[src/rtl/tmw_pkg.sv]
// Purpose: Constants and carrier types for the 16-bit timer waveform block
// Assumes: 8-bit register port, word index addressing
// Notes:   Offsets are register indices on the plain register port
package tmw_pkg;
  // ==========================================================
  // Register map
  localparam logic [7:0] ADDR_CTRL_A   = 8'h80;
  localparam logic [7:0] ADDR_CTRL_B   = 8'h81;
  localparam logic [7:0] ADDR_CNT_L    = 8'h84;
  localparam logic [7:0] ADDR_CNT_H    = 8'h85;
  localparam logic [7:0] ADDR_CAP_L    = 8'h86;
  localparam logic [7:0] ADDR_CAP_H    = 8'h87;
  localparam logic [7:0] ADDR_CMPA_L   = 8'h88;
  localparam logic [7:0] ADDR_CMPA_H   = 8'h89;
  localparam logic [7:0] ADDR_CMPB_L   = 8'h8a;
  localparam logic [7:0] ADDR_CMPB_H   = 8'h8b;
  localparam logic [7:0] ADDR_FLAGS    = 8'h96;
  localparam logic [7:0] ADDR_PIN_CTRL = 8'h97;
  // ==========================================================
  // Field layout
  localparam int         CTRL_A_MODE_A_POS = 6;
  localparam int         CTRL_A_MODE_B_POS = 4;
  localparam logic [7:0] CTRL_A_WMASK      = 8'hf3;
  localparam int         CTRL_B_WGM_POS    = 3;
  localparam logic [7:0] CTRL_B_WMASK      = 8'h18;
  localparam int         FLAG_OVF_POS      = 0;
  localparam int         FLAG_CMPA_POS     = 1;
  localparam int         FLAG_CMPB_POS     = 2;
  localparam logic [7:0] REG_RESET         = 8'h00;
  // ==========================================================
  // Counting limits
  localparam logic [15:0] BOTTOM_VAL = 16'h0000;
  localparam logic [15:0] MAX_VAL    = 16'hffff;
  localparam logic [15:0] TOP_8BIT   = 16'h00ff;
  localparam logic [15:0] TOP_9BIT   = 16'h01ff;
  localparam logic [15:0] TOP_10BIT  = 16'h03ff;
  // ==========================================================
  // Mode classes
  typedef enum logic [2:0] {
    CLS_NORMAL = 3'b000,
    CLS_CTC    = 3'b001,
    CLS_FAST   = 3'b010,
    CLS_PHASE  = 3'b011,
    CLS_PFC    = 3'b100,
    CLS_RSVD   = 3'b101
  } tmw_class_type;

  typedef enum logic [1:0] {
    TOP_FIXED = 2'b00,
    TOP_CAP   = 2'b01,
    TOP_CMPA  = 2'b10
  } tmw_topsrc_type;

  // Register port request
  typedef struct packed {
    logic [7:0] addr;
    logic [7:0] wdata;
    logic       wr;
    logic       rd;
  } tmw_bus_type;

  // Whole block state
  typedef struct packed {
    logic [7:0]  ctrl_a;
    logic [7:0]  ctrl_b;
    logic [15:0] cnt;
    logic        down;
    logic [15:0] cap;
    logic [15:0] cmpa_buf;
    logic [15:0] cmpb_buf;
    logic [15:0] cmpa;
    logic [15:0] cmpb;
    logic [7:0]  temp;
    logic [2:0]  flags;
    logic [1:0]  dir;
    logic [1:0]  wave;
    logic [1:0]  pin_out;
    logic [1:0]  pin_oe_n;
    logic [1:0]  cap_sync1;
    logic [1:0]  cap_sync2;
    logic        cap_prev;
    logic        block_match;
    logic        cap_edge_sel;
    logic [7:0]  rdata;
  } tmw_state_type;
endpackage

[src/rtl/tmw_timer16_waveform.sv]
// Purpose: 16-bit timer waveform mode and compare output control
// Assumes: One clock, tick input is a one-cycle enable on that clock
// Notes:   Capture pin is synchronised; output enable is active low
`timescale 1ns/100ps
module tmw_timer16_waveform (
  // Clock and reset
  input  wire logic       i_core_clk,
  input  wire logic       i_sys_rst,
  // Timer tick enable
  input  wire logic       i_timer_tick_enable,
  // Register port
  input  wire logic [7:0] i_addr,
  input  wire logic [7:0] i_wdata,
  input  wire logic       i_wr,
  input  wire logic       i_rd,
  output logic      [7:0] o_rdata,
  // Capture input pin
  input  wire logic       i_capture_input_pin,
  // Waveform pins
  output logic            o_channel_a_waveform_pin,
  output logic            o_channel_a_waveform_oe_n,
  output logic            o_channel_b_waveform_pin,
  output logic            o_channel_b_waveform_oe_n,
  // Status
  output logic [2:0]      o_flags
);
  tmw_pkg::tmw_state_type   r;
  tmw_pkg::tmw_state_type   next_r;
  tmw_pkg::tmw_bus_type     bus;
  tmw_pkg::tmw_class_type   cls;
  tmw_pkg::tmw_topsrc_type  topsrc;
  logic [3:0]               wgm;
  logic [15:0]              top;
  logic [1:0]               com [2];
  logic [15:0]              cmp [2];
  logic [1:0]               hit;
  logic [1:0]               connected;
  logic                     at_top;
  logic                     at_bottom;
  logic                     immediate;
  logic                     load_now;
  logic                     ovf_now;
  logic                     cap_disabled;
  logic                     cap_event;

  assign bus = '{addr: i_addr, wdata: i_wdata, wr: i_wr, rd: i_rd};
  // ==========================================================
  // Mode decode
  assign wgm = {r.ctrl_b[tmw_pkg::CTRL_B_WGM_POS +: 2],
                r.ctrl_a[1:0]};
  assign com[0] = r.ctrl_a[tmw_pkg::CTRL_A_MODE_A_POS +: 2];
  assign com[1] = r.ctrl_a[tmw_pkg::CTRL_A_MODE_B_POS +: 2];
  assign cmp[0] = r.cmpa;
  assign cmp[1] = r.cmpb;

  always_comb begin
    cls    = tmw_pkg::CLS_RSVD;
    topsrc = tmw_pkg::TOP_FIXED;
    top    = tmw_pkg::MAX_VAL;
    case (wgm)
      4'h0: cls = tmw_pkg::CLS_NORMAL;
      4'h1, 4'h2, 4'h3: cls = tmw_pkg::CLS_PHASE;
      4'h4: begin
        cls    = tmw_pkg::CLS_CTC;
        topsrc = tmw_pkg::TOP_CMPA;
      end
      4'h5, 4'h6, 4'h7: cls = tmw_pkg::CLS_FAST;
      4'h8: begin
        cls    = tmw_pkg::CLS_PFC;
        topsrc = tmw_pkg::TOP_CAP;
      end
      4'h9: begin
        cls    = tmw_pkg::CLS_PFC;
        topsrc = tmw_pkg::TOP_CMPA;
      end
      4'ha: begin
        cls    = tmw_pkg::CLS_PHASE;
        topsrc = tmw_pkg::TOP_CAP;
      end
      4'hb: begin
        cls    = tmw_pkg::CLS_PHASE;
        topsrc = tmw_pkg::TOP_CMPA;
      end
      4'hc: begin
        cls    = tmw_pkg::CLS_CTC;
        topsrc = tmw_pkg::TOP_CAP;
      end
      4'he: begin
        cls    = tmw_pkg::CLS_FAST;
        topsrc = tmw_pkg::TOP_CAP;
      end
      4'hf: begin
        cls    = tmw_pkg::CLS_FAST;
        topsrc = tmw_pkg::TOP_CMPA;
      end
      default: cls = tmw_pkg::CLS_RSVD;
    endcase
    case (wgm[1:0])
      2'b01: top = tmw_pkg::TOP_8BIT;
      2'b10: top = tmw_pkg::TOP_9BIT;
      default: top = tmw_pkg::TOP_10BIT;
    endcase
    if (wgm == 4'h0) begin
      top = tmw_pkg::MAX_VAL;
    end
    if (topsrc == tmw_pkg::TOP_CAP) begin
      top = r.cap;
    end else if (topsrc == tmw_pkg::TOP_CMPA) begin
      top = r.cmpa;
    end
  end

  assign at_top       = (r.cnt == top);
  assign at_bottom    = (r.cnt == tmw_pkg::BOTTOM_VAL);
  assign immediate    = (cls == tmw_pkg::CLS_NORMAL) ||
                        (cls == tmw_pkg::CLS_CTC);
  assign cap_disabled = (topsrc == tmw_pkg::TOP_CAP);
  assign cap_event    = !cap_disabled &&
                        (r.cap_sync2[0] != r.cap_prev) &&
                        (r.cap_sync2[0] == r.cap_edge_sel);

  // Buffer load and overflow instants, decided on the tick at the limit
  always_comb begin
    load_now = 1'b0;
    ovf_now  = 1'b0;
    case (cls)
      tmw_pkg::CLS_NORMAL, tmw_pkg::CLS_CTC: begin
        ovf_now = (r.cnt == tmw_pkg::MAX_VAL);
      end
      tmw_pkg::CLS_FAST: begin
        load_now = at_top;
        ovf_now  = at_top;
      end
      tmw_pkg::CLS_PHASE: begin
        load_now = at_top && !r.down;
        ovf_now  = at_bottom && r.down;
      end
      tmw_pkg::CLS_PFC: begin
        load_now = at_bottom && r.down;
        ovf_now  = load_now;
      end
      default: begin
        load_now = 1'b0;
        ovf_now  = 1'b0;
      end
    endcase
  end

  // ==========================================================
  // Compare output per channel
  for (genvar ch = 0; ch < 2; ch++) begin : g_ch
    assign hit[ch] = (r.cnt == cmp[ch]) && !r.block_match;
    // Mode value 1 in PWM classes only drives channel A in some modes
    always_comb begin
      connected[ch] = (com[ch] != 2'b00);
      if (com[ch] == 2'b01) begin
        if (cls == tmw_pkg::CLS_FAST) begin
          connected[ch] = (ch == 0) && wgm[3:1] == 3'b111;
        end else if (cls == tmw_pkg::CLS_PHASE ||
                     cls == tmw_pkg::CLS_PFC) begin
          connected[ch] = (ch == 0) &&
                          (wgm == 4'h9 || wgm == 4'hb);
        end
      end
      if (cls == tmw_pkg::CLS_RSVD) begin
        connected[ch] = 1'b0;
      end
    end
  end

  // ==========================================================
  // Next state
  always_comb begin
    next_r        = r;
    next_r.rdata  = 8'h00;
    next_r.block_match = 1'b0;
    next_r.cap_sync1 = {r.cap_sync1[0], i_capture_input_pin};
    next_r.cap_sync2 = {r.cap_sync2[0], r.cap_sync1[1]};
    next_r.cap_prev  = r.cap_sync2[0];
    if (cap_event) begin
      next_r.cap = r.cnt;
    end
    if (i_timer_tick_enable) begin
      // Counting sequence
      case (cls)
        tmw_pkg::CLS_PHASE, tmw_pkg::CLS_PFC: begin
          if (!r.down && at_top) begin
            next_r.down = 1'b1;
            next_r.cnt  = r.cnt - 16'h0001;
          end else if (r.down && at_bottom) begin
            next_r.down = 1'b0;
            next_r.cnt  = r.cnt + 16'h0001;
          end else if (r.down) begin
            next_r.cnt  = r.cnt - 16'h0001;
          end else begin
            next_r.cnt  = r.cnt + 16'h0001;
          end
        end
        tmw_pkg::CLS_RSVD: next_r.cnt = r.cnt;
        default: begin
          next_r.down = 1'b0;
          next_r.cnt  = at_top ? tmw_pkg::BOTTOM_VAL
                               : r.cnt + 16'h0001;
        end
      endcase
      if (load_now) begin
        next_r.cmpa = r.cmpa_buf;
        next_r.cmpb = r.cmpb_buf;
      end
      if (ovf_now) begin
        next_r.flags[tmw_pkg::FLAG_OVF_POS] = 1'b1;
      end
      if (hit[0]) begin
        next_r.flags[tmw_pkg::FLAG_CMPA_POS] = 1'b1;
      end
      if (hit[1]) begin
        next_r.flags[tmw_pkg::FLAG_CMPB_POS] = 1'b1;
      end
      // Waveform actions
      for (int ch = 0; ch < 2; ch++) begin
        case (cls)
          tmw_pkg::CLS_NORMAL, tmw_pkg::CLS_CTC: begin
            if (hit[ch]) begin
              case (com[ch])
                2'b01: next_r.wave[ch] = !r.wave[ch];
                2'b10: next_r.wave[ch] = 1'b0;
                2'b11: next_r.wave[ch] = 1'b1;
                default: next_r.wave[ch] = r.wave[ch];
              endcase
            end
          end
          tmw_pkg::CLS_FAST: begin
            if (com[ch][1]) begin
              if (at_top) begin
                next_r.wave[ch] = !com[ch][0];
              end else if (hit[ch] && cmp[ch] != top) begin
                next_r.wave[ch] = com[ch][0];
              end
            end else if (com[ch] == 2'b01 && hit[ch]) begin
              next_r.wave[ch] = !r.wave[ch];
            end
          end
          tmw_pkg::CLS_PHASE, tmw_pkg::CLS_PFC: begin
            if (hit[ch]) begin
              if (com[ch][1]) begin
                next_r.wave[ch] = com[ch][0] ^ r.down;
              end else if (com[ch] == 2'b01) begin
                next_r.wave[ch] = !r.wave[ch];
              end
            end
          end
          default: next_r.wave[ch] = r.wave[ch];
        endcase
      end
    end
    // Software access; a hardware flag set wins over a clear
    if (bus.wr) begin
      case (bus.addr)
        tmw_pkg::ADDR_CTRL_A:
          next_r.ctrl_a = bus.wdata & tmw_pkg::CTRL_A_WMASK;
        tmw_pkg::ADDR_CTRL_B: begin
          next_r.ctrl_b = bus.wdata & tmw_pkg::CTRL_B_WMASK;
          next_r.cap_edge_sel = bus.wdata[6];
        end
        tmw_pkg::ADDR_CNT_L, tmw_pkg::ADDR_CAP_L,
        tmw_pkg::ADDR_CMPA_L, tmw_pkg::ADDR_CMPB_L: begin
          if (bus.addr == tmw_pkg::ADDR_CNT_L) begin
            next_r.cnt = {r.temp, bus.wdata};
            next_r.block_match = 1'b1;
          end else if (bus.addr == tmw_pkg::ADDR_CAP_L) begin
            next_r.cap = {r.temp, bus.wdata};
          end else if (bus.addr == tmw_pkg::ADDR_CMPA_L) begin
            next_r.cmpa_buf = {r.temp, bus.wdata};
            if (immediate) begin
              next_r.cmpa = {r.temp, bus.wdata};
            end
          end else begin
            next_r.cmpb_buf = {r.temp, bus.wdata};
            if (immediate) begin
              next_r.cmpb = {r.temp, bus.wdata};
            end
          end
        end
        tmw_pkg::ADDR_CNT_H, tmw_pkg::ADDR_CAP_H,
        tmw_pkg::ADDR_CMPA_H, tmw_pkg::ADDR_CMPB_H:
          next_r.temp = bus.wdata;
        tmw_pkg::ADDR_FLAGS:
          next_r.flags = next_r.flags & ~(bus.wdata[2:0] & ~(
            {hit[1], hit[0], ovf_now} & {3{i_timer_tick_enable}}));
        tmw_pkg::ADDR_PIN_CTRL: next_r.dir = bus.wdata[1:0];
        default: next_r.temp = r.temp;
      endcase
    end
    if (bus.rd) begin
      case (bus.addr)
        tmw_pkg::ADDR_CTRL_A: next_r.rdata = r.ctrl_a;
        tmw_pkg::ADDR_CTRL_B:
          next_r.rdata = r.ctrl_b | {1'b0, r.cap_edge_sel, 6'h00};
        tmw_pkg::ADDR_CNT_L: begin
          next_r.rdata = r.cnt[7:0];
          next_r.temp  = r.cnt[15:8];
        end
        tmw_pkg::ADDR_CAP_L: begin
          next_r.rdata = r.cap[7:0];
          next_r.temp  = r.cap[15:8];
        end
        tmw_pkg::ADDR_CMPA_L: next_r.rdata = r.cmpa_buf[7:0];
        tmw_pkg::ADDR_CMPA_H: next_r.rdata = r.cmpa_buf[15:8];
        tmw_pkg::ADDR_CMPB_L: next_r.rdata = r.cmpb_buf[7:0];
        tmw_pkg::ADDR_CMPB_H: next_r.rdata = r.cmpb_buf[15:8];
        tmw_pkg::ADDR_CNT_H, tmw_pkg::ADDR_CAP_H:
          next_r.rdata = r.temp;
        tmw_pkg::ADDR_FLAGS: next_r.rdata = {5'h00, r.flags};
        tmw_pkg::ADDR_PIN_CTRL: next_r.rdata = {6'h00, r.dir};
        default: next_r.rdata = 8'h00;
      endcase
    end
    // Pins follow the settled waveform; taking next_r.wave keeps them registered with no lag behind wave
    for (int ch = 0; ch < 2; ch++) begin
      next_r.pin_out[ch]  = connected[ch] ? next_r.wave[ch] : 1'b0;
      next_r.pin_oe_n[ch] = !(connected[ch] && r.dir[ch]);
    end
  end

  // ==========================================================
  // State register
  always_ff @(posedge i_core_clk) begin
    if (i_sys_rst) begin
      r          <= '0;
      r.pin_oe_n <= 2'b11;
    end else begin
      r <= next_r;
    end
  end

  assign o_rdata                   = r.rdata;
  assign o_channel_a_waveform_pin  = r.pin_out[0];
  assign o_channel_a_waveform_oe_n = r.pin_oe_n[0];
  assign o_channel_b_waveform_pin  = r.pin_out[1];
  assign o_channel_b_waveform_oe_n = r.pin_oe_n[1];
  assign o_flags                   = r.flags;
endmodule // tmw_timer16_waveform

[config.mk]
export PLATFORM = sky130hd
export DESIGN_NAME = tmw_timer16_waveform
export DESIGN_NICKNAME = d
export VERILOG_FILES = /design/src/rtl/tmw_pkg.sv /design/src/rtl/tmw_timer16_waveform.sv
export SDC_FILE = /design/constraint.sdc
export NUM_CORES = 1
export LEC_CHECK = 0
export BUFFER_PORTS_ARGS = -buffer_cell sky130_fd_sc_hd__buf_4
export CORE_MARGIN = 8
export CORE_UTILIZATION = 45
export DETAILED_ROUTE_END_ITERATION = 10
export PLACE_DENSITY = 0.62
export SYNTH_ARGS = -nofsm -noshare
export SYNTH_HDL_FRONTEND = slang
export SYNTH_SLANG_ARGS = --single-unit
[constraint.sdc]
create_clock -name i_core_clk -period 10.4 [get_ports i_core_clk]
set_input_delay 0.52 -clock i_core_clk [delete_from_list [all_inputs] [get_ports i_core_clk]]
set_output_delay 0.52 -clock i_core_clk [all_outputs]
set_load 0.02 [all_outputs]
==> metrics.txt, run 1 <==
outcome=completed; Setup WS post-layout=5.76 ns; most frequent cells in the layout=dfxtp_1 (138), nand2_1 (126), nor2_1 (116); critical path class=reg -> reg; ys flop type=dfxtp_1; clock sink total=138; largest net degree at the start of global routing=90; minimum clock period=4.64 ns; Hold Vio Cnt, Final=0; Syn. warnings=0; I/O pins=37; PwrDens=126 nW/µm²; Total Wirelength=37200 µm; crit-path max FO=32; drt wl/cell=25.2 µm; CTS tree=built; Tcrit/Tclk final=44.7%; Post-CTS Hold Buffers=0; setup TNS=0 ns; final core occ=between 40% and 50%; Post-CTS Setup Inserts=0; Starting Density=between 40% and 50%; #FFs+latches synth=138; core box area=around 21000 µm²; max-cap violations=0; RSZ-0062 raised after global routing=no; Root Buffer Master=clkbuf_16; DP Area=9880 µm²; static leakage=~4 nW; PortBufs=36; Async SR Flop Fraction=0%; placed cells=1442; smallest hold slack=roughly 0.3 ns; endpoint type of the worst setup path=register; Die W=approximately 160 µm; nets=1216; Slowest-stage cell, CP=nor2b_1; slowest stage delay, CP=0.62 ns; number of synthesized flops with an enable pin=0; die height=163 µm; worst vdd ir=0.0000891 V; Worst-path clk slew=0.07 ns; DR pass1 iterations=5; area growth from synthesis to layout=8.74%; vias in the first global route=9105; commonest non-fill, non-tap cell in the layout=dfxtp_1; worst path required time=10.74 ns; first-pass GRT wire length=56500 µm; H-tree depth=4; routability-driven placement congestion ratio=1.02; Synth cell types=90; CTS buffer count=17; Max-slew headroom=between 20% and 30%; most frequent CP cell=nor4_1; CP Cell Sequence=inv_1 > ha_1 > nor2b_1 > o21ai_0 > and4_1 > nor4_1 > nand4_4 > nor4_1 > o211ai_4 > buf_4 > mux2i_1 > a211oi_1; part of the Yosys area used for sequential elements=28.6%; Fin Clk Skew=roughly 0.013 ns; worst min path class=in -> reg; Synth Instances=~1200; Post-Syn Area per Cell=7.81 µm²; HPWL after detailed placement=25900 µm; Final setup viols=0; Initial DRC Count=1216; Slew Viols, Final=0; diode count=0; deepest clock path buffer count=2; ratio of cells with drive above 1 in the final layout=a little over a tenth; Post-Syn Nets=1269; via count=9853; # DRC=0; pre-CTS WS=6.03 ns; overall power=1.33 mW; fin cells=1474; DR vias/cell=6.68; GR Overflow Total=0; measured slew at the worst slew-check pin=between 1 and 1.5 ns; Die ar.=26400 µm²; Post-CTS Resized=0; crit start category=register; Post-DRT Antenna Nets=0; maximum clock rate=0.215 GHz; final instance area=10500 µm²; post-synthesis instance area=9670 µm²; clock network latency to the later pin of the worst-skew pair=0.44 ns; # rows=53; Critical Path AT=4.98 ns; initial antenna violation count=0; GR Util All Layers=27.7%
[final timing paths]
kind                                    end  slack, ns                 from  depth (start not counted)
setup / recovery                     cmp[7]       5.76               r[139]                         12
hold / removal                   next_r[14]       0.29  i_capture_input_pin                          2
hold reg to reg   o_channel_a_waveform_oe_n       0.42                r[21]                          1
setup reg to reg                     cmp[7]       5.76               r[139]                         12
[final cells by class]
| cell class | instances | area, µm² |
|---|---|---|
| clock inverters | 15 | 218 |
| flip-flops and latches | 138 | 2760 |
| repair buffers | 55 | 413 |
| multi-input cells | 948 | 6260 |
| clock buffers | 17 | 425 |
| fillers | 2108 | 10600 |
| inverters | 26 | 97.6 |
| well taps | 275 | 344 |
[cell usage after synthesis, types with 5 or more instances]
master,n,area [µm²]
a211oi_1,65,488
a211oi_2,5,62.6
a21o_1,5,37.5
a21oi_1,77,385
a221oi_1,9,78.8
a222oi_1,6,60.1
a22oi_1,12,90.1
a31oi_1,20,125
and2_1,5,31.3
and3_1,10,62.6
and4_1,8,70.1
buf_1,11,41.3
buf_2,10,50.1
buf_4,14,105
clkbuf_1,77,289
clkbuf_2,11,55.1
dfxtp_1,138,2760
ha_1,8,100
inv_1,24,90.1
mux2_2,5,56.3
mux2i_1,75,751
mux4_2,6,135
nand2_1,126,473
nand2b_1,9,56.3
nand3_1,30,150
nand3b_1,8,60.1
nand4_1,17,106
nor2_1,116,435
nor2b_1,12,75.1
nor3_1,35,175
nor4_1,43,269
o2111ai_1,6,52.6
o21a_1,5,37.5
o21ai_0,42,210
o21bai_1,5,37.5
o22ai_1,17,106
o31a_1,11,96.3
o31ai_1,8,60.1
o41ai_1,5,43.8
or3_1,8,50.1
or4_1,10,75.1
xnor2_1,9,78.8
xor2_1,42,368
[power by group]
part | switching [mW] | internal (mW)
sequential | 0.0114 | 0.532
combinational | 0.0594 | 0.0296
clock | 0.300 | 0.394
total | 0.371 | 0.955
[cell families (layout without fill, tap and decap cells)]
logic type                 count (synthesis)  count (layout)  synth area share [%]
muxes                                     86              86                  9.74
AOI/OAI and AO/OA                        341             341                  24.7
buffers and inverters                    153             113                  7.06
xor gates and xnor gates                  51              51                  4.62
DFF                                      138             138                  28.6
adders and majority gates                  8               8                  1.03
and+or+nand+nor                          462             462                  24.3
[state kept, by name, indices dropped and copies added, names as in the netlist]
| signal | cells |
|---|---|
| o_channel_b_waveform_oe_n | 1 |
| o_channel_a_waveform_oe_n | 1 |
| next_r | 3 |
| com | 4 |
| o_channel_b_waveform_pin | 1 |
| r | 84 |
| cmp | 32 |
| o_rdata | 8 |
| o_flags | 3 |
| o_channel_a_waveform_pin | 1 |
[critical path: cells and delay by family, from the launching register on]
family                     cells  cell delay, ns
AOI/OAI and AO/OA              3            0.71
buffers and inverters          2            0.43
and+or+nand+nor                5            2.23
DFF                            1            0.38
adders and majority gates      1            0.53
muxes                          1            0.21
[per-layer routing]
metal / part of all wire, % / global-route usage (%)
met1: 44 / 38.1
met2: 42 / 40.5
met3: 9.5 / 5.71
met4: 4.9 / 13.7
met5: 0 / 0
Power figures use the tool's default switching activity.
==> inputs of run 2 (changes only) <==
clock period = 4.3 ns   (was 10.4 ns; I/O delays follow)
==> metrics.txt, run 2 (synthesized netlist as in run 1, its figures left out) <==
outcome=completed; PwrDens=289 nW/µm² (+130%); Fin Clk Skew=0.0130 ns (+0.000204 ns); max reg flops=84 (unchanged); DR vias/cell=6.66 (-0.43%); core box area=21100 µm² (unchanged); critical path class=reg -> reg; RSZ-0062 raised after global routing=no; Comb pwr share=7.5% (+0.8 points); CTS tree=built; endpoint type of the worst setup path=register; I/O pins=37 (unchanged); minimum clock period=4.07 ns (-0.572 ns); clock sink total=138 (unchanged); worst vdd ir=0.000219 V (+150%); Flop pwr share=42.0% (+1.0 points); crit-path max FO=9 (-72%); M1 wire length=16200 µm (-0.40%); Hold Vio Cnt, Final=0 (unchanged); PortBufs=36 (unchanged); GR Overflow Total=0 (unchanged); die height=163 µm (unchanged); static leakage=4.25 nW (+3.6%); measured slew at the worst slew-check pin=1.09 ns (+0.0145 ns); setup TNS=0 ns (unchanged); vias in the first global route=9386 (+3.1%); Layout fillers=2069 (-1.9%); net switching power=0.942 mW (+150%); WL met2=16600 µm (+6.5%); H-tree depth=4 (unchanged); internal power=2.16 mW (+130%); DR pass1 iterations=9 (+4); Worst-path clk slew=0.08 ns (about the same); Reg with most FFs=r; Switching Fraction=30.3% (+2.4 points); initial antenna violation count=0 (unchanged); deepest clock path buffer count=2 (unchanged); clock network latency to the later pin of the worst-skew pair=0.44 ns (about the same); maximum clock rate=0.246 GHz (+14%); Root Buffer Master=clkbuf_16; crit start category=register; via count=10017 (+1.7%); Slew Viols, Final=0 (unchanged); routability-driven placement congestion ratio=1.02 (about the same); worst path required time=4.68 ns (-6.06 ns); commonest non-fill, non-tap cell in the layout=dfxtp_1; Tcrit/Tclk final=94.7% (+50 points); # DRC=0 (unchanged); diode count=0 (unchanged); top layer in use=met4; Starting Density=45.9% (unchanged); smallest hold slack=0.112 ns (-0.183 ns); HPWL after detailed placement=26800 µm (+3.3%); max-cap violations=0 (unchanged); Die W=163 µm (unchanged); WL met3=3600 µm (+1.9%); worst min path class=in -> reg; Max-slew headroom=27.3% (-0.59 points); Critical Path AT=4.45 ns (-0.53 ns); Final setup viols=0 (unchanged); clock share of power=50.4% (-1.9 points); most frequent cells in the layout=dfxtp_1 (138), nand2_1 (126), nor2_1 (116); CTS buffer count=17 (unchanged); ratio of cells with drive above 1 in the final layout=13.1% (+2.3 points); GR Util All Layers=28.3% (+0.59 points); nets=1247 (+2.5%); first-pass GRT wire length=57600 µm (+2.0%); # rows=53 (unchanged); Total Wirelength=38000 µm (+2.2%); drt wl/cell=25.2 µm (+0.11%); area growth from synthesis to layout=11.2%; Post-DRT Antenna Nets=0 (unchanged); largest net degree at the start of global routing=75 (-17%); Die ar.=26400 µm² (unchanged); Initial DRC Count=1209 (-0.58%)
[run 2: routing by layer]
layer	up-vias	global-route usage, %
li1	4578	-
met1	4759	37.8
met2	580	43.2
met3	100	5.89
met4	0	13.0
met5	-	0
[run 2: power groups by stage]
| stage | sequential, mW | clock, mW | combinational [mW] |
|---|---|---|---|
| final | 1.30 | 1.57 | 0.234 |
| after global routing | 1.30 | 1.63 | 0.249 |
| after CTS | 1.30 | 1.58 | 0.230 |
| after detailed placement | 1.33 | 0 | 0.228 |
| after global placement | 1.33 | 0 | 0.228 |
| after floorplan | 1.32 | 0 | 0.153 |
[run 2: final timing paths]
| path | slack [ns] | endpoint | cells after the start | start |
|---|---|---|---|---|
| worst min-delay path | 0.11 | r[83] | 3 | i_wdata[1] |
| worst max register to register | 0.23 | r[19] | 12 | r[139] |
| worst max-delay path | 0.23 | r[19] | 12 | r[139] |
| worst min register to register | 0.41 | o_channel_a_waveform_oe_n | 1 | r[21] |
[run 2: repair_timing]
item                                    CTS  global route
hold buffers                              1             0
endpoints found under the hold margin     1             0
resized for setup                         0             2
setup buffers                             0             1
endpoints found under the setup margin    0            37
[run 2: per-stage QoR]
step / area (µm²) / util (%) / power (mW) / setup slack (ns) / std cells
after global placement: 10100 / 47.9 / 1.56 / 0.347 / 1471
after CTS: 10700 / 50.9 / 3.11 / 0.182 / 1504
after detailed placement: 10100 / 47.9 / 1.56 / 0.231 / 1471
final: 10800 / 51.0 / 3.10 / 0.227 / 1505
after floorplan: 9670 / - / 1.47 / 0.834 / 1239
after global routing: 10800 / 51.0 / 3.18 / 0.0121 / 1505
[run 2: final cells by class]
class | count | area [µm²] | area share (%)
clock inverter | 15 | 194 | 1.80
sequential | 138 | 2760 | 25.7
clock buffer | 17 | 425 | 3.96
multi-input combinational | 948 | 6270 | 58.3
tap | 275 | 344 | 3.20
inverter | 26 | 97.6 | 0.908
timing repair buffer | 86 | 661 | 6.14
[run 2: critical path, cell delays in order (launching register included)]
cell and delay [ns]:
dfxtp_1 0.42, inv_1 0.09, ha_1 0.30, or3b_1 0.62, a211oi_2 0.39, nor4_1 0.12, nor4_1 0.36, nand4bb_1 0.38
nor3_2 0.38, buf_4 0.23, nor3_1 0.05, o41ai_1 0.47, nor2b_1 0.19
